`config.mk`:
```
export PLATFORM = sky130hd
export DESIGN_NAME = timer8_counter_compare
export DESIGN_NICKNAME = d
export VERILOG_FILES = /design/src/logic/timer8_pkg.sv /design/src/logic/timer8_counter_compare.sv
export SDC_FILE = /design/constraint.sdc
export NUM_CORES = 1
export LEC_CHECK = 0
export BUFFER_PORTS_ARGS = -buffer_cell sky130_fd_sc_hd__buf_2
export CORE_AREA = 2 2 92 94
export CTS_CLUSTER_SIZE = 28
export DETAILED_ROUTE_END_ITERATION = 12
export DIE_AREA = 0 0 94 96
export HOLD_SLACK_MARGIN = 0.05
export MAX_ROUTING_LAYER = met4
export PLACE_DENSITY = 0.8
export SKIP_CTS_REPAIR_TIMING = 1
export SLEW_MARGIN = 20
export SYNTH_ARGS = -nofsm -noshare
export SYNTH_HDL_FRONTEND = slang
export SYNTH_SLANG_ARGS = --single-unit
```
`constraint.sdc`:
```
create_clock -name clk -period 4.9 [get_ports clk]
set_input_delay 0.735 -clock clk [delete_from_list [all_inputs] [get_ports clk]]
set_output_delay 0.735 -clock clk [all_outputs]
set_load 0.005 [all_outputs]
```
`src/logic/timer8_pkg.sv`:
```
// Purpose: shared constants and types of the 8-bit timer/counter with one compare channel
// Assumes: 32-bit AHB-Lite register bus, word aligned registers, low byte used
// Notes:   offsets are byte addresses inside the block's 256-byte window
package timer8_pkg;

  localparam int          CNT_W       = 8;
  localparam int          PRE_W       = 10;
  localparam logic [7:0]  CNT_BOTTOM  = 8'h00;
  localparam logic [7:0]  CNT_MAX     = 8'hff;

  // register offsets
  localparam logic [7:0]  OFS_CONTROL = 8'h00;
  localparam logic [7:0]  OFS_COUNT   = 8'h04;
  localparam logic [7:0]  OFS_COMPARE = 8'h08;
  localparam logic [7:0]  OFS_MASK    = 8'h0c;
  localparam logic [7:0]  OFS_FLAGS   = 8'h10;

  // control register fields
  localparam int          CS_LSB      = 0;
  localparam int          WGM_LSB     = 3;
  localparam int          COM_LSB     = 5;
  localparam int          FOC_BIT     = 7;

  // mask and flag bits
  localparam int          OVF_IE_BIT  = 0;
  localparam int          CMP_IE_BIT  = 1;
  localparam int          TOV_BIT     = 0;
  localparam int          OCF_BIT     = 1;

  // reset values
  localparam logic [7:0]  CONTROL_RST = 8'h00;
  localparam logic [7:0]  COUNT_RST   = 8'h00;
  localparam logic [7:0]  COMPARE_RST = 8'h00;
  localparam logic [1:0]  MASK_RST    = 2'h0;
  localparam logic [1:0]  FLAGS_RST   = 2'h0;

  // clock source select codes
  localparam logic [2:0]  CS_STOP     = 3'h0;
  localparam logic [2:0]  CS_DIV1     = 3'h1;
  localparam logic [2:0]  CS_DIV8     = 3'h2;
  localparam logic [2:0]  CS_DIV64    = 3'h3;
  localparam logic [2:0]  CS_DIV256   = 3'h4;
  localparam logic [2:0]  CS_DIV1024  = 3'h5;
  localparam logic [2:0]  CS_EXT_FALL = 3'h6;
  localparam logic [2:0]  CS_EXT_RISE = 3'h7;

  // waveform mode codes
  localparam logic [1:0]  WGM_NORMAL  = 2'h0;
  localparam logic [1:0]  WGM_PHASE   = 2'h1;
  localparam logic [1:0]  WGM_CTC     = 2'h2;
  localparam logic [1:0]  WGM_FAST    = 2'h3;

  // compare output action codes
  localparam logic [1:0]  COM_NONE    = 2'h0;
  localparam logic [1:0]  COM_TOGGLE  = 2'h1;
  localparam logic [1:0]  COM_CLEAR   = 2'h2;
  localparam logic [1:0]  COM_SET     = 2'h3;

  typedef enum logic [3:0] {
    MODE_NORMAL = 4'b0001,
    MODE_PHASE  = 4'b0010,
    MODE_CTC    = 4'b0100,
    MODE_FAST   = 4'b1000
  } mode_t;

  typedef enum logic [1:0] {
    DIR_UP   = 2'b01,
    DIR_DOWN = 2'b10
  } dir_t;

endpackage

```
`src/logic/timer8_counter_compare.sv`:
```
// Purpose: 8-bit up/down timer/counter with one compare channel, flags and pin override
// Assumes: AHB-Lite single word transfers; global interrupt enable comes from the core
// Notes:   zero wait states; flag bits other than this timer's read as zero
//
// Local design decisions: the register addresses and the AHB-Lite interface to the registers.
`timescale 1ns/10ps
module timer8_counter_compare
  import timer8_pkg::*;
#(
  parameter int PRESCALE_W = PRE_W
) (
  input  wire logic                    clk,
  input  wire logic                    rstn,
  input  wire logic                    hsel,
  input  wire logic [31:0]             haddr,
  input  wire logic [1:0]              htrans,
  input  wire logic                    hwrite,
  input  wire logic [2:0]              hsize,
  input  wire logic [31:0]             hwdata,
  input  wire logic                    hready,
  output      logic                    hreadyout,
  output      logic                    hresp,
  output      logic [31:0]             hrdata,
  input  wire logic                    ext_tick_pin,
  input  wire logic                    global_int_enable,
  input  wire logic                    overflow_vector_ack,
  input  wire logic                    compare_vector_ack,
  input  wire logic                    port_output_value,
  input  wire logic                    compare_pin_direction_bit,
  output      logic                    compare_output_pin_o,
  output      logic                    compare_output_pin_oe,
  output      logic                    overflow_irq,
  output      logic                    compare_irq,
  output      logic                    at_bottom,
  output      logic                    at_max,
  output      logic                    at_top
);
  import timer8_pkg::*;

  if (PRESCALE_W < 10) begin : g_check
    $error("PRESCALE_W must be at least 10 to serve the 1024 divider");
  end

  function automatic mode_t decode_mode(input logic [1:0] wgm);
    mode_t m;
    m = MODE_NORMAL;
    unique case (wgm)
      WGM_PHASE: m = MODE_PHASE;
      WGM_CTC:   m = MODE_CTC;
      WGM_FAST:  m = MODE_FAST;
      default:   m = MODE_NORMAL;
    endcase
    return m;
  endfunction

  // non-PWM compare action; the current level is kept for no action
  function automatic logic apply_action(input logic [1:0] com, input logic cur);
    logic r;
    r = cur;
    unique case (com)
      COM_TOGGLE: r = ~cur;
      COM_CLEAR:  r = 1'b0;
      COM_SET:    r = 1'b1;
      default:    r = cur;
    endcase
    return r;
  endfunction

  // bus state
  logic       dph_wr_q, dph_wr_d;
  logic [7:0] dph_addr_q, dph_addr_d;
  logic [31:0] hrdata_q, hrdata_d;

  // register state
  logic [7:0] control_q, control_d;
  logic [7:0] count_q, count_d;
  logic [7:0] compare_q, compare_d;
  logic [7:0] compare_act_q, compare_act_d;
  logic [1:0] mask_q, mask_d;
  logic [1:0] flags_q, flags_d;
  logic       oc_q, oc_d;
  dir_t       dir_q, dir_d;
  logic       bottom_q, bottom_d;
  logic       max_q, max_d;
  logic       top_q, top_d;

  // tick generation
  logic [PRESCALE_W-1:0] pre_q, pre_d;
  logic       ext_s1_q, ext_s2_q, ext_s3_q;
  logic       tick;

  // decoded controls
  logic [2:0] cs;
  logic [1:0] com;
  mode_t      mode;
  logic       wr_control, wr_count, wr_compare, wr_mask, wr_flags;
  logic       addr_phase;
  logic       match, ovf, force_now;
  logic [7:0] top_val;
  logic [7:0] wdata;

  assign cs    = control_q[CS_LSB +: 3];
  assign com   = control_q[COM_LSB +: 2];
  assign mode  = decode_mode(control_q[WGM_LSB +: 2]);
  assign wdata = hwdata[7:0];

  // ---------------- bus slave ----------------
  assign addr_phase = hsel & hready & htrans[1];
  assign wr_control = dph_wr_q & (dph_addr_q == OFS_CONTROL);
  assign wr_count   = dph_wr_q & (dph_addr_q == OFS_COUNT);
  assign wr_compare = dph_wr_q & (dph_addr_q == OFS_COMPARE);
  assign wr_mask    = dph_wr_q & (dph_addr_q == OFS_MASK);
  assign wr_flags   = dph_wr_q & (dph_addr_q == OFS_FLAGS);

  // read data is taken from next values so a read right after a write sees it
  always_comb begin
    dph_wr_d   = addr_phase & hwrite;
    dph_addr_d = addr_phase ? haddr[7:0] : dph_addr_q;
    hrdata_d   = hrdata_q;
    if (addr_phase && !hwrite) begin
      unique case (haddr[7:0])
        OFS_CONTROL: hrdata_d = {24'h000000, 1'b0, control_d[6:0]};
        OFS_COUNT:   hrdata_d = {24'h000000, count_d};
        OFS_COMPARE: hrdata_d = {24'h000000, compare_d};
        OFS_MASK:    hrdata_d = {30'h0, mask_d};
        OFS_FLAGS:   hrdata_d = {30'h0, flags_d};
        default:     hrdata_d = 32'h00000000;
      endcase
    end
  end

  always_ff @(posedge clk or negedge rstn) begin
    if (!rstn) begin
      dph_wr_q   <= 1'b0;
      dph_addr_q <= 8'h00;
      hrdata_q   <= 32'h00000000;
    end else begin
      dph_wr_q   <= dph_wr_d;
      dph_addr_q <= dph_addr_d;
      hrdata_q   <= hrdata_d;
    end
  end

  assign hreadyout = 1'b1;
  assign hresp     = 1'b0;
  assign hrdata    = hrdata_q;

  // ---------------- tick source ----------------
  // external pin passes three flops; the edge is seen between second and third
  always_ff @(posedge clk or negedge rstn) begin
    if (!rstn) begin
      ext_s1_q <= 1'b0;
      ext_s2_q <= 1'b0;
      ext_s3_q <= 1'b0;
    end else begin
      ext_s1_q <= ext_tick_pin;
      ext_s2_q <= ext_s1_q;
      ext_s3_q <= ext_s2_q;
    end
  end

  // free running prescaler; phase is not reset on a source change
  assign pre_d = pre_q + {{(PRESCALE_W-1){1'b0}}, 1'b1};

  always_ff @(posedge clk or negedge rstn) begin
    if (!rstn) begin
      pre_q <= '0;
    end else begin
      pre_q <= pre_d;
    end
  end

  always_comb begin
    unique case (cs)
      CS_DIV1:     tick = 1'b1;
      CS_DIV8:     tick = &pre_q[2:0];
      CS_DIV64:    tick = &pre_q[5:0];
      CS_DIV256:   tick = &pre_q[7:0];
      CS_DIV1024:  tick = &pre_q[9:0];
      CS_EXT_FALL: tick = ext_s3_q & ~ext_s2_q;
      CS_EXT_RISE: tick = ext_s2_q & ~ext_s3_q;
      default:     tick = 1'b0;
    endcase
  end

  // ---------------- counter unit and waveform ----------------
  // top follows the next active compare so at_top lines up with the count
  assign top_val   = ((mode == MODE_CTC) ? compare_act_d : CNT_MAX);
  assign match     = tick & (count_q == compare_act_q);
  assign force_now = wr_control & wdata[FOC_BIT] &
                     ((decode_mode(wdata[WGM_LSB +: 2]) == MODE_NORMAL) ||
                      (decode_mode(wdata[WGM_LSB +: 2]) == MODE_CTC));

  always_comb begin
    count_d       = count_q;
    dir_d         = dir_q;
    oc_d          = oc_q;
    ovf           = 1'b0;
    compare_act_d = compare_act_q;
    if (tick) begin
      unique case (mode)
        MODE_NORMAL: begin
          count_d = count_q + 8'h01;
          ovf     = (count_q == CNT_MAX);
          dir_d   = DIR_UP;
          if (match) begin
            oc_d = apply_action(com, oc_q);
          end
        end
        MODE_CTC: begin
          if (count_q == compare_act_q) begin
            count_d = CNT_BOTTOM;
          end else begin
            count_d = count_q + 8'h01;
          end
          ovf   = (count_q == CNT_MAX);
          dir_d = DIR_UP;
          if (match) begin
            oc_d = apply_action(com, oc_q);
          end
        end
        MODE_FAST: begin
          count_d = count_q + 8'h01;
          ovf     = (count_q == CNT_MAX);
          dir_d   = DIR_UP;
          if (match && com == COM_CLEAR) begin
            oc_d = 1'b0;
          end else if (match && com == COM_SET) begin
            oc_d = 1'b1;
          end else if (count_q == CNT_MAX && com == COM_CLEAR) begin
            oc_d = 1'b1;
          end else if (count_q == CNT_MAX && com == COM_SET) begin
            oc_d = 1'b0;
          end
          if (count_q == CNT_MAX) begin
            compare_act_d = compare_q;
          end
        end
        MODE_PHASE: begin
          if (dir_q == DIR_UP) begin
            if (count_q == CNT_MAX) begin
              dir_d         = DIR_DOWN;
              count_d       = count_q - 8'h01;
              compare_act_d = compare_q;
            end else begin
              count_d = count_q + 8'h01;
            end
          end else begin
            if (count_q == CNT_BOTTOM) begin
              dir_d   = DIR_UP;
              count_d = count_q + 8'h01;
              ovf     = 1'b1;
            end else begin
              count_d = count_q - 8'h01;
            end
          end
          if (match && com == COM_CLEAR) begin
            oc_d = (dir_q == DIR_DOWN);
          end else if (match && com == COM_SET) begin
            oc_d = (dir_q == DIR_UP);
          end
        end
        default: begin
          count_d = count_q;
        end
      endcase
    end
    if (mode == MODE_NORMAL || mode == MODE_CTC) begin
      compare_act_d = compare_q;
    end
    // software write to the count wins over a tick in the same cycle
    if (wr_count) begin
      count_d = wdata;
    end
    // force uses the action being written and sets no flag
    if (force_now) begin
      oc_d = apply_action(wdata[COM_LSB +: 2], oc_q);
    end
  end

  // boundary indications follow the count one cycle behind its next value
  always_comb begin
    bottom_d = (count_d == CNT_BOTTOM);
    max_d    = (count_d == CNT_MAX);
    top_d    = (count_d == top_val);
  end

  always_ff @(posedge clk or negedge rstn) begin
    if (!rstn) begin
      count_q       <= COUNT_RST;
      dir_q         <= DIR_UP;
      oc_q          <= 1'b0;
      compare_act_q <= COMPARE_RST;
      bottom_q      <= 1'b1;
      max_q         <= 1'b0;
      top_q         <= 1'b0;
    end else begin
      count_q       <= count_d;
      dir_q         <= dir_d;
      oc_q          <= oc_d;
      compare_act_q <= compare_act_d;
      bottom_q      <= bottom_d;
      max_q         <= max_d;
      top_q         <= top_d;
    end
  end

  assign at_bottom = bottom_q;
  assign at_max    = max_q;
  assign at_top    = top_q;

  // ---------------- software registers ----------------
  // the force bit is a strobe and is never stored
  always_comb begin
    control_d = control_q;
    compare_d = compare_q;
    mask_d    = mask_q;
    if (wr_control) begin
      control_d = {1'b0, wdata[6:0]};
    end
    if (wr_compare) begin
      compare_d = wdata;
    end
    if (wr_mask) begin
      mask_d = wdata[1:0];
    end
  end

  // a hardware set wins over a clear in the same cycle
  always_comb begin
    flags_d[OCF_BIT] = match |
      (flags_q[OCF_BIT] & ~((wr_flags & wdata[OCF_BIT]) | compare_vector_ack));
    flags_d[TOV_BIT] = ovf |
      (flags_q[TOV_BIT] & ~((wr_flags & wdata[TOV_BIT]) | overflow_vector_ack));
  end

  always_ff @(posedge clk or negedge rstn) begin
    if (!rstn) begin
      control_q <= CONTROL_RST;
      compare_q <= COMPARE_RST;
      mask_q    <= MASK_RST;
      flags_q   <= FLAGS_RST;
    end else begin
      control_q <= control_d;
      compare_q <= compare_d;
      mask_q    <= mask_d;
      flags_q   <= flags_d;
    end
  end

  // ---------------- requests and pin ----------------
  assign compare_irq  = global_int_enable & mask_q[CMP_IE_BIT] & flags_q[OCF_BIT];
  assign overflow_irq = global_int_enable & mask_q[OVF_IE_BIT] & flags_q[TOV_BIT];

  // override ignores the waveform mode; the direction bit alone drives the enable
  assign compare_output_pin_o  = (com != COM_NONE) ? oc_q : port_output_value;
  assign compare_output_pin_oe = compare_pin_direction_bit;

endmodule // timer8_counter_compare

```
==> results of run 1 <==
[through the flow]
stage	instance area (sq um)	power [mW]	std cells
global route	4830	2.00	607
global placement	4610	1.34	591
floorplan	4530	1.23	487
detailed placement	4610	1.37	591
CTS	4830	1.89	607
finish	4830	1.90	607
[placed cells by master (no fill, tap or decap), drive strengths merged, types with 4 or more instances in the layout]
cell type / synthesis / routed
dfrtp: 69 / 69
buf: 33 / 44
nand2: 38 / 38
o21ai: 38 / 38
nor2: 35 / 35
conb: 2 / 26
mux2: 25 / 25
nand3: 18 / 18
inv: 16 / 18
xor2: 15 / 15
nor3: 11 / 11
ha: 10 / 10
clkbuf: 12 / 10
a21oi: 9 / 9
xnor2: 8 / 8
mux2i: 8 / 8
and3: 7 / 7
o21a: 7 / 7
a22o: 7 / 7
nor2b: 5 / 5
nand4: 5 / 5
a222oi: 5 / 5
o211ai: 5 / 5
nand2b: 4 / 4
nor3b: 4 / 4
a32o: 4 / 4
[final cells by class]
type,count,share of cell area [%]
clock inverters,6,1.92
well taps,105,2.72
clock buffers,10,2.64
repair buffers,44,4.77
multi-input cells,354,49.8
inverters,17,1.35
flip-flops and latches,71,36.8
[per-layer routing]
layer | track usage, % | share of wire (%) | vias up
met5 | - | 0 | -
met1 | 33.6 | 43 | 1781
met3 | 4.54 | 7.0 | 37
met2 | 40.3 | 46 | 191
met4 | 13.6 | 4.3 | 0
li1 | - | - | 1711
[critical path, cell delays in order, from the launching register on]
cell and delay (ns):
dfrtp_1 0.44, inv_1 0.11, ha_1 0.71, inv_1 0.07
or4b_1 0.56, o2111ai_2 0.18, nor2_2 0.13, nor3_1 0.22
o22a_2 0.25, xor2_1 0.11, nor4_1 0.27, o2111a_1 0.26
[synth_stat cells, types with 11 or more instances]
library cell / instances
nand2_1: 38
nor3_1: 11
nand3_1: 18
mux2_2: 25
inv_1: 15
nor2_1: 33
dfrtp_1: 69
buf_4: 28
o21ai_1: 11
xor2_1: 15
clkbuf_1: 12
o21ai_0: 27
[registers in the layout, summed over array words and instances (netlist names)]
register	count
count_q	8
at_max	1
dir_q	2
at_top	1
ext_s1_q	1
hrdata	8
oc_q	1
dph_addr_q	8
control_q	7
mask_q	2
compare_act_q	8
dph_wr_q	1
ext_s2_q	1
pre_q	10
flags_q	2
compare_q	8
at_bottom	1
ext_s3_q	1
[power by group through the flow]
stage / Clock [mW] / Combinational, mW / Sequential (mW)
2_1_floorplan: 0 / 0.508 / 0.720
3_3_place_gp: 0 / 0.547 / 0.794
3_5_place_dp: 0 / 0.566 / 0.800
4_1_cts: 0.529 / 0.575 / 0.789
5_1_grt: 0.552 / 0.644 / 0.803
6_report: 0.522 / 0.583 / 0.793
[worst paths after layout]
kind / end / slack (ns) / from
worst min register to register: ext_s2_q / 0.36 / ext_s1_q
worst max register to register: at_top / 1.52 / control_q[4]
worst min-delay path: pre_q[1] / 0.26 / rstn
worst max-delay path: at_top / 1.52 / control_q[4]
max in group asynchronous: dir_q[1] / 3.61 / rstn
min in group clk: ext_s2_q / 0.36 / ext_s1_q
[cell families after synthesis]
group | count (synthesis) | share of synthesized area [%]
XOR/XNOR | 23 | 4.54
flip-flops | 71 | 40.1
multiplexers | 33 | 8.14
AO/OA/AOI/OAI | 110 | 18.7
adder cells (fa/ha/maj) | 10 | 2.82
other | 2 | 0.169
buffers and inverters | 62 | 7.86
AND/OR/NAND/NOR | 152 | 17.7
==> flow_summary.ini, run 1 <==
[status]
status = completed

[finish]
antenna_cells = 0
drive_above_1_share_pct = 21.3
fin_nets = 587
multi_input_area_sq_um = 2400
area_growth_pct = 8.73
seq_area_sq_um = 1780
fillerInstances = 693
fin_util_pct = 60.0

[synth]
synth_edf_count = 0
synth_area_per_cell_sq_um = 9.59
syn_inst = 463
async_flop_share_pct = 100
synth_area_leaders = dfrtp_1 39%, mux2_2 6.3%, buf_4 4.7%
netlist-cell-type-count = 75
yosysTopAreaCell = dfrtp_1
yosys_warnings = 0
dominantRegCellSynth = dfrtp_1
synth_top_area_share_pct = 38.9
postSynthRegisterBits = 71
yosysSeqAreaShare_pct = 40.1
syn_area_sq_um = 4440

[timing]
setup_tns_ns = 0
min_period_over_period_pct = 69.1
fin_crit_ns = 3.38
maxSlewHeadroom_pct = 44.3
rsz0062_at_grt = no
worstMarginPinSlew_ns = 0.834
final-max-slew-violation-count = 0
fmax_ghz = 0.296
holdWs_ns = 0.258
timing_hold_violations_final = 0
setup_slack_ns = 1.52
finalClockSkew_ns = 0.0130
setup_viol_count_final = 0

[routing]
vias_per_cell = 6.13
initialDrtViolationCount = 287
wl_per_cell_um = 17.4
ant_nets = 0
drt_first_pass_iters = 5
drc_errors = 0
routed_wl_um = 10600
vias = 3720

[cts]
cts_buffer_depth = 2
cts_tree = done
clk_pin_slew_ns = 0.09
root_buffer = clkbuf_8
numCtsBuffers = 9
cts_sinks = 71
clk_latency_ns = 0.36
cts_max_level = 3

[power]
pwr-share-comb_pct = 30.7
ir_drop_v = 0.000212
p_leak_nw = 2.13
p_switching_uw = 705
internal_power_mw = 1.19
p_sw_share_pct = 37.1
power_density_nw_per_um2 = 393
clkPwrFrac_pct = 27.5
power_frac_seq_pct = 41.8

[worst_setup_path]
worstSetupStartpointType = flip-flop
worst_setup_path_end_kind = flip-flop
path_max_fanout = 22
cp.arrival_ns = 3.67
ff2ff_path_depth = 11
worstSetupPathType = reg -> reg
cp.required_ns = 5.19

[floorplan]
io_pins = 121
dieArea_sq_um = 9020
dieHeight_um = 96
coreArea_sq_um = 8050
row_count = 33
start_util_pct = 55.2
die_w_um = 94

[placed_design]
dp_slack_ns = 1.61
port_buffers = 40
hpwl_um = 7810
finalWeightedCongestion = 0.926

[grt]
track_usage_pct = 26.2
grt_first_pass_wirelength_um = 17700
grt_overflow = 0
grt_antenna_before_repair = 0
grt_pass1_vias = 3524
grt_max_degree = 58

[job]
cap_violations = 0

[min_path]
hp-class = in -> async
(Power assumes the default switching activity.)
==> run 2: changes to the inputs <==
--- a/config.mk
+++ b/config.mk
@@ -6,13 +6,13 @@
 export NUM_CORES = 1
 export LEC_CHECK = 0
 export BUFFER_PORTS_ARGS = -buffer_cell sky130_fd_sc_hd__buf_2
-export CORE_AREA = 2 2 92 94
+export CORE_AREA = 2 2 100 102
 export CTS_CLUSTER_SIZE = 28
 export DETAILED_ROUTE_END_ITERATION = 12
-export DIE_AREA = 0 0 94 96
+export DIE_AREA = 0 0 102 104
 export HOLD_SLACK_MARGIN = 0.05
 export MAX_ROUTING_LAYER = met4
-export PLACE_DENSITY = 0.8
+export PLACE_DENSITY = 0.71
 export SKIP_CTS_REPAIR_TIMING = 1
 export SLEW_MARGIN = 20
 export SYNTH_ARGS = -nofsm -noshare
==> constraint.sdc (replaced) <==
create_clock -name clk -period 2.9 [get_ports clk]
set_input_delay 0.435 -clock clk [delete_from_list [all_inputs] [get_ports clk]]
set_output_delay 0.435 -clock clk [all_outputs]
set_load 0.005 [all_outputs]
==> flow_summary.ini, run 2 (same netlist as run 1, synthesis figures left out) <==
[grt]
track_usage_pct = 22.5
gr-usage-met1_pct = 30.5
grt_first_pass_wirelength_um = 18200
grt_max_degree = 40
grt_pass1_vias = 3567
grt_antenna_before_repair = 0
grt_overflow = 0
grt_use_met2_pct = 34.2
busiest_layer = met2
grt_use_met3_pct = 3.43

[timing]
timing_hold_violations_final = 0
min_period_over_period_pct = 105
holdWs_ns = 0.145
worstMarginPinSlew_ns = 0.783
fin_crit_ns = 3.04
setup_viol_count_final = 3
maxSlewHeadroom_pct = 47.8
setup_tns_ns = -0.239
rsz0062_at_grt = yes
final-max-slew-violation-count = 0
finalClockSkew_ns = 0.00896
fmax_ghz = 0.329
setup_slack_ns = -0.143

[status]
status = complete, but fails checks
violations = negative setup slack

[finish]
fin_util_pct = 57.0
final_area_sq_um = 5440
final_common_cell = dfrtp_1
final_cell_mix = 69 x dfrtp_1, 46 x buf_4, 40 x buf_2
antenna_cells = 0
drive_above_1_share_pct = 32.5
regMostFlops = pre_q
area_growth_pct = 22.5
fin_nets = 633
largest_register_ffs = 10

[cts]
clk_pin_slew_ns = 0.09
cts_max_level = 3
clk_latency_ns = 0.36
cts_sinks = 71
cts_buffer_depth = 2
cts_tree = done
numCtsBuffers = 9
root_buffer = clkbuf_8

[routing]
wl_per_cell_um = 17.2
routed_wl_um = 11700
drt_first_pass_iters = 4
vias = 3810
initialDrtViolationCount = 242
ant_nets = 0
vias_per_cell = 5.59
drc_errors = 0

[floorplan]
dieArea_sq_um = 10600
coreArea_sq_um = 9550
dieHeight_um = 104
io_pins = 121
start_util_pct = 46.5
die_w_um = 102
row_count = 36

[power]
power_density_nw_per_um2 = 682
pwr-share-comb_pct = 41.0
power_frac_seq_pct = 34.4
clkPwrFrac_pct = 24.6
ir_drop_v = 0.000324
internal_power_mw = 2.34
p_sw_share_pct = 37.0
p_switching_mw = 1.37
p_leak_nw = 2.39

[worst_setup_path]
cp_slowest_cell = or4b_4
path_buf_inv = 1
cp_common_cell = or4b_4
max_stage_delay_ns = 0.57
path_max_fanout = 5
cp.depth = 11
path_delay_family = simple AND/OR/NAND/NOR gates
ff2ff_path_depth = 11
worstSetupPathType = reg -> reg
worstSetupStartpointType = flip-flop
cp.arrival_ns = 3.29
worst_setup_path_end_kind = flip-flop
cp.required_ns = 3.15
crit_chain = inv_2 -> ha_4 -> or4b_4 -> or4b_4 -> o2111ai_4 -> nor2_4 -> o311ai_4 -> o22ai_2 -> xor2_1 -> a31o_1 -> o2111a_1

[placed_design]
dp_slack_ns = -0.148
finalWeightedCongestion = 0.943
hpwl_um = 8530
placed_area_sq_um = 4970
port_buffers = 40

[min_path]
hp-class = in -> async

[job]
cap_violations = 0
run 2: routing by layer:
metal	part of all wire, %	vias up
met5	0	-
met4	3.0	0
met3	4.2	31
met2	48	112
met1	44	1868
li1	-	1799
run 2: layout make-up:
class	count	area (sq um)
fill	835	4110
timing repair buffer	90	599
clock buffer	9	124
multi-input combinational	354	2600
tap	133	166
sequential	71	1780
clock inverter	7	103
inverter	17	65.1
run 2: worst reg2reg max path: cells and delay by family (launching register included):
kind | cells | cell delay [ns]
xor+xnor | 1 | 0.18
simple gates | 3 | 1.18
buf+inv | 1 | 0.09
fa+ha+maj | 1 | 0.12
compound gates | 5 | 0.98
flops | 1 | 0.39
run 2: per-stage QoR:
stage          power (mW)  cells
6_report             3.71    681
5_1_grt              3.89    681
4_1_cts              3.48    677
3_5_place_dp         2.57    661
3_3_place_gp         2.54    661
2_1_floorplan        2.08    487
run 2: worst paths after layout:
path                       slack [ns]         start      endpoint
setup / recovery                -0.14    count_q[0]        at_top
hold / removal                   0.15          rstn      pre_q[2]
setup reg to reg                -0.14    count_q[0]        at_top
hold reg to reg                  0.35      ext_s1_q      ext_s2_q
max in group asynchronous        2.08          rstn  compare_q[3]
min in group clk                 0.18  ext_tick_pin      ext_s1_q
run 2: power by group through the flow:
stage | clock network [mW] | logic (mW) | registers [mW]
after floorplan | 0 | 0.858 | 1.22
after global placement | 0 | 1.26 | 1.28
after detailed placement | 0 | 1.29 | 1.28
after CTS | 0.922 | 1.30 | 1.26
after global routing | 0.963 | 1.64 | 1.29
final | 0.914 | 1.52 | 1.28
==> run 3: changes to the inputs <==
--- a/config.mk
+++ b/config.mk
@@ -6,10 +6,12 @@
 export NUM_CORES = 1
 export LEC_CHECK = 0
 export BUFFER_PORTS_ARGS = -buffer_cell sky130_fd_sc_hd__buf_2
-export CORE_AREA = 2 2 100 102
+export CELL_PAD_IN_SITES_DETAIL_PLACEMENT = 0
+export CELL_PAD_IN_SITES_GLOBAL_PLACEMENT = 1
+export CORE_AREA = 2 2 115 117
 export CTS_CLUSTER_SIZE = 28
 export DETAILED_ROUTE_END_ITERATION = 12
-export DIE_AREA = 0 0 102 104
+export DIE_AREA = 0 0 117 119
 export HOLD_SLACK_MARGIN = 0.05
 export MAX_ROUTING_LAYER = met4
 export PLACE_DENSITY = 0.71
==> constraint.sdc (replaced) <==
create_clock -name clk -period 2.4 [get_ports clk]
set_input_delay 0.36 -clock clk [delete_from_list [all_inputs] [get_ports clk]]
set_output_delay 0.36 -clock clk [all_outputs]
set_load 0.005 [all_outputs]
==> flow_summary.ini, run 3 (same netlist as run 1, synthesis figures left out) <==
[floorplan]
die_w_um = 117
dieArea_sq_um = 13900
dieHeight_um = 119
coreArea_sq_um = 12900
row_count = 42
io_pins = 121
start_util_pct = 34.5

[routing]
wl_per_cell_um = 16.6
ant_nets = 0
routed_wl_um = 13100
initialDrtViolationCount = 329
vias_per_cell = 5.22
vias = 4127
drc_errors = 0
drt_first_pass_iters = 5

[timing]
min_period_over_period_pct = 123
rsz0062_at_grt = yes
setup_viol_count_final = 16
fmax_ghz = 0.338
fin_crit_ns = 2.96
setup_slack_ns = -0.562
timing_hold_violations_final = 0
setup_tns_ns = -5.08
finalClockSkew_ns = 0.00963
final-max-slew-violation-count = 0

[finish]
largest_register_ffs = 10
area_growth_pct = 41.8
drive_above_1_share_pct = 41.4
antenna_cells = 0
final_cell_count_no_fill = 790
final_cell_mix = 99 x buf_4, 69 x dfrtp_1, 40 x buf_2
regMostFlops = pre_q
fin_nets = 699
final_common_cell = buf_4
fillerInstances = 1180

[worst_setup_path]
cp.arrival_ns = 3.18
cp.required_ns = 2.62
worst_setup_path_end_kind = flip-flop
cp_common_cell = or4b_4
worstSetupStartpointType = flip-flop
crit_chain = inv_2 -> ha_1 -> or4b_4 -> or4b_4 -> o2111ai_4 -> nor2_4 -> buf_6 -> o311ai_4 -> o22ai_4 -> xor2_1 -> a31o_1 -> o2111a_1
path_delay_family = simple AND/OR/NAND/NOR gates
cp_slowest_cell = or4b_4
path_buf_inv = 2
max_stage_delay_ns = 0.55
worstSetupPathType = reg -> reg
path_max_fanout = 4

[placed_design]
port_buffers = 40
dp.cells = 758
hpwl_um = 9730
finalWeightedCongestion = 0.917

[cts]
cts_buffer_depth = 2
numCtsBuffers = 9
cts_tree = done
clk_latency_ns = 0.34
clk_pin_slew_ns = 0.06
root_buffer = clkbuf_16
cts_sinks = 71
cts_max_level = 3

[status]
status = complete, but fails checks
violations = negative setup slack

[power]
ir_drop_v = 0.000363
power_density_nw_per_um2 = 852
p_leak_nw = 2.80
finalPower_mw = 5.37

[grt]
track_usage_pct = 19.5
grt_antenna_before_repair = 0
grt_max_degree = 72
grt_overflow = 0
grt_pass1_vias = 4075
grt_first_pass_wirelength_um = 20700

[min_path]
hp-class = in -> async

[job]
cap_violations = 0
## run 3: area by class of cell
class                   instances  area [sq um]  share of cell area, %
clock buffers                  10           229                   3.63
clock inverters                 6          93.8                   1.49
inverters                      17          67.6                   1.07
multi-input cells             354          2760                   43.8
flip-flops and latches         71          1780                   28.2
well taps                     176           220                   3.50
repair buffers                156          1150                   18.3
## run 3: final timing paths
| check | start | to | slack [ns] | cells past startpoint |
|---|---|---|---|---|
| worst max-delay path | count_q[0] | at_top | -0.56 | 12 |
| worst min-delay path | rstn | pre_q[0] | 0.04 | 2 |
| worst max register to register | count_q[0] | at_top | -0.56 | 12 |
| worst min register to register | ext_s1_q | ext_s2_q | 0.36 | 0 |
| max in group asynchronous | rstn | dir_q[0] | 2.01 | 2 |
| min in group clk | ext_tick_pin | ext_s1_q | 0.13 | 1 |
## run 3: power breakdown
part	leakage (nW)	internal (mW)	switching [mW]	total, mW
Clock	0.153	0.917	0.527	1.44
Sequential	0.867	1.36	0.167	1.52
Combinational	1.78	1.19	1.21	2.40
## run 3: through the flow
step / cell area, sq um / setup slack [ns] / util [%] / hold WS, ns
floorplan: 4570 / -0.435 / - / 0.0644
global placement: 5470 / -0.544 / 42.4 / 0.350
detailed placement: 5470 / -0.620 / 42.4 / 0.340
CTS: 5790 / -0.654 / 45.0 / 0.0579
global route: 6300 / -0.669 / 48.9 / 0.0643
finish: 6300 / -0.562 / 48.9 / 0.0355
## run 3: per-layer routing
layer | track usage (%) | part of all wire [%] | up-vias | routed length, um
met4 | 7.94 | 2.8 | 0 | 361
met5 | - | 0 | - | 0
met1 | 25.8 | 44 | 2028 | 5750
met3 | 2.90 | 4.8 | 24 | 626
li1 | - | - | 1934 | -
met2 | 30.1 | 49 | 141 | 6370
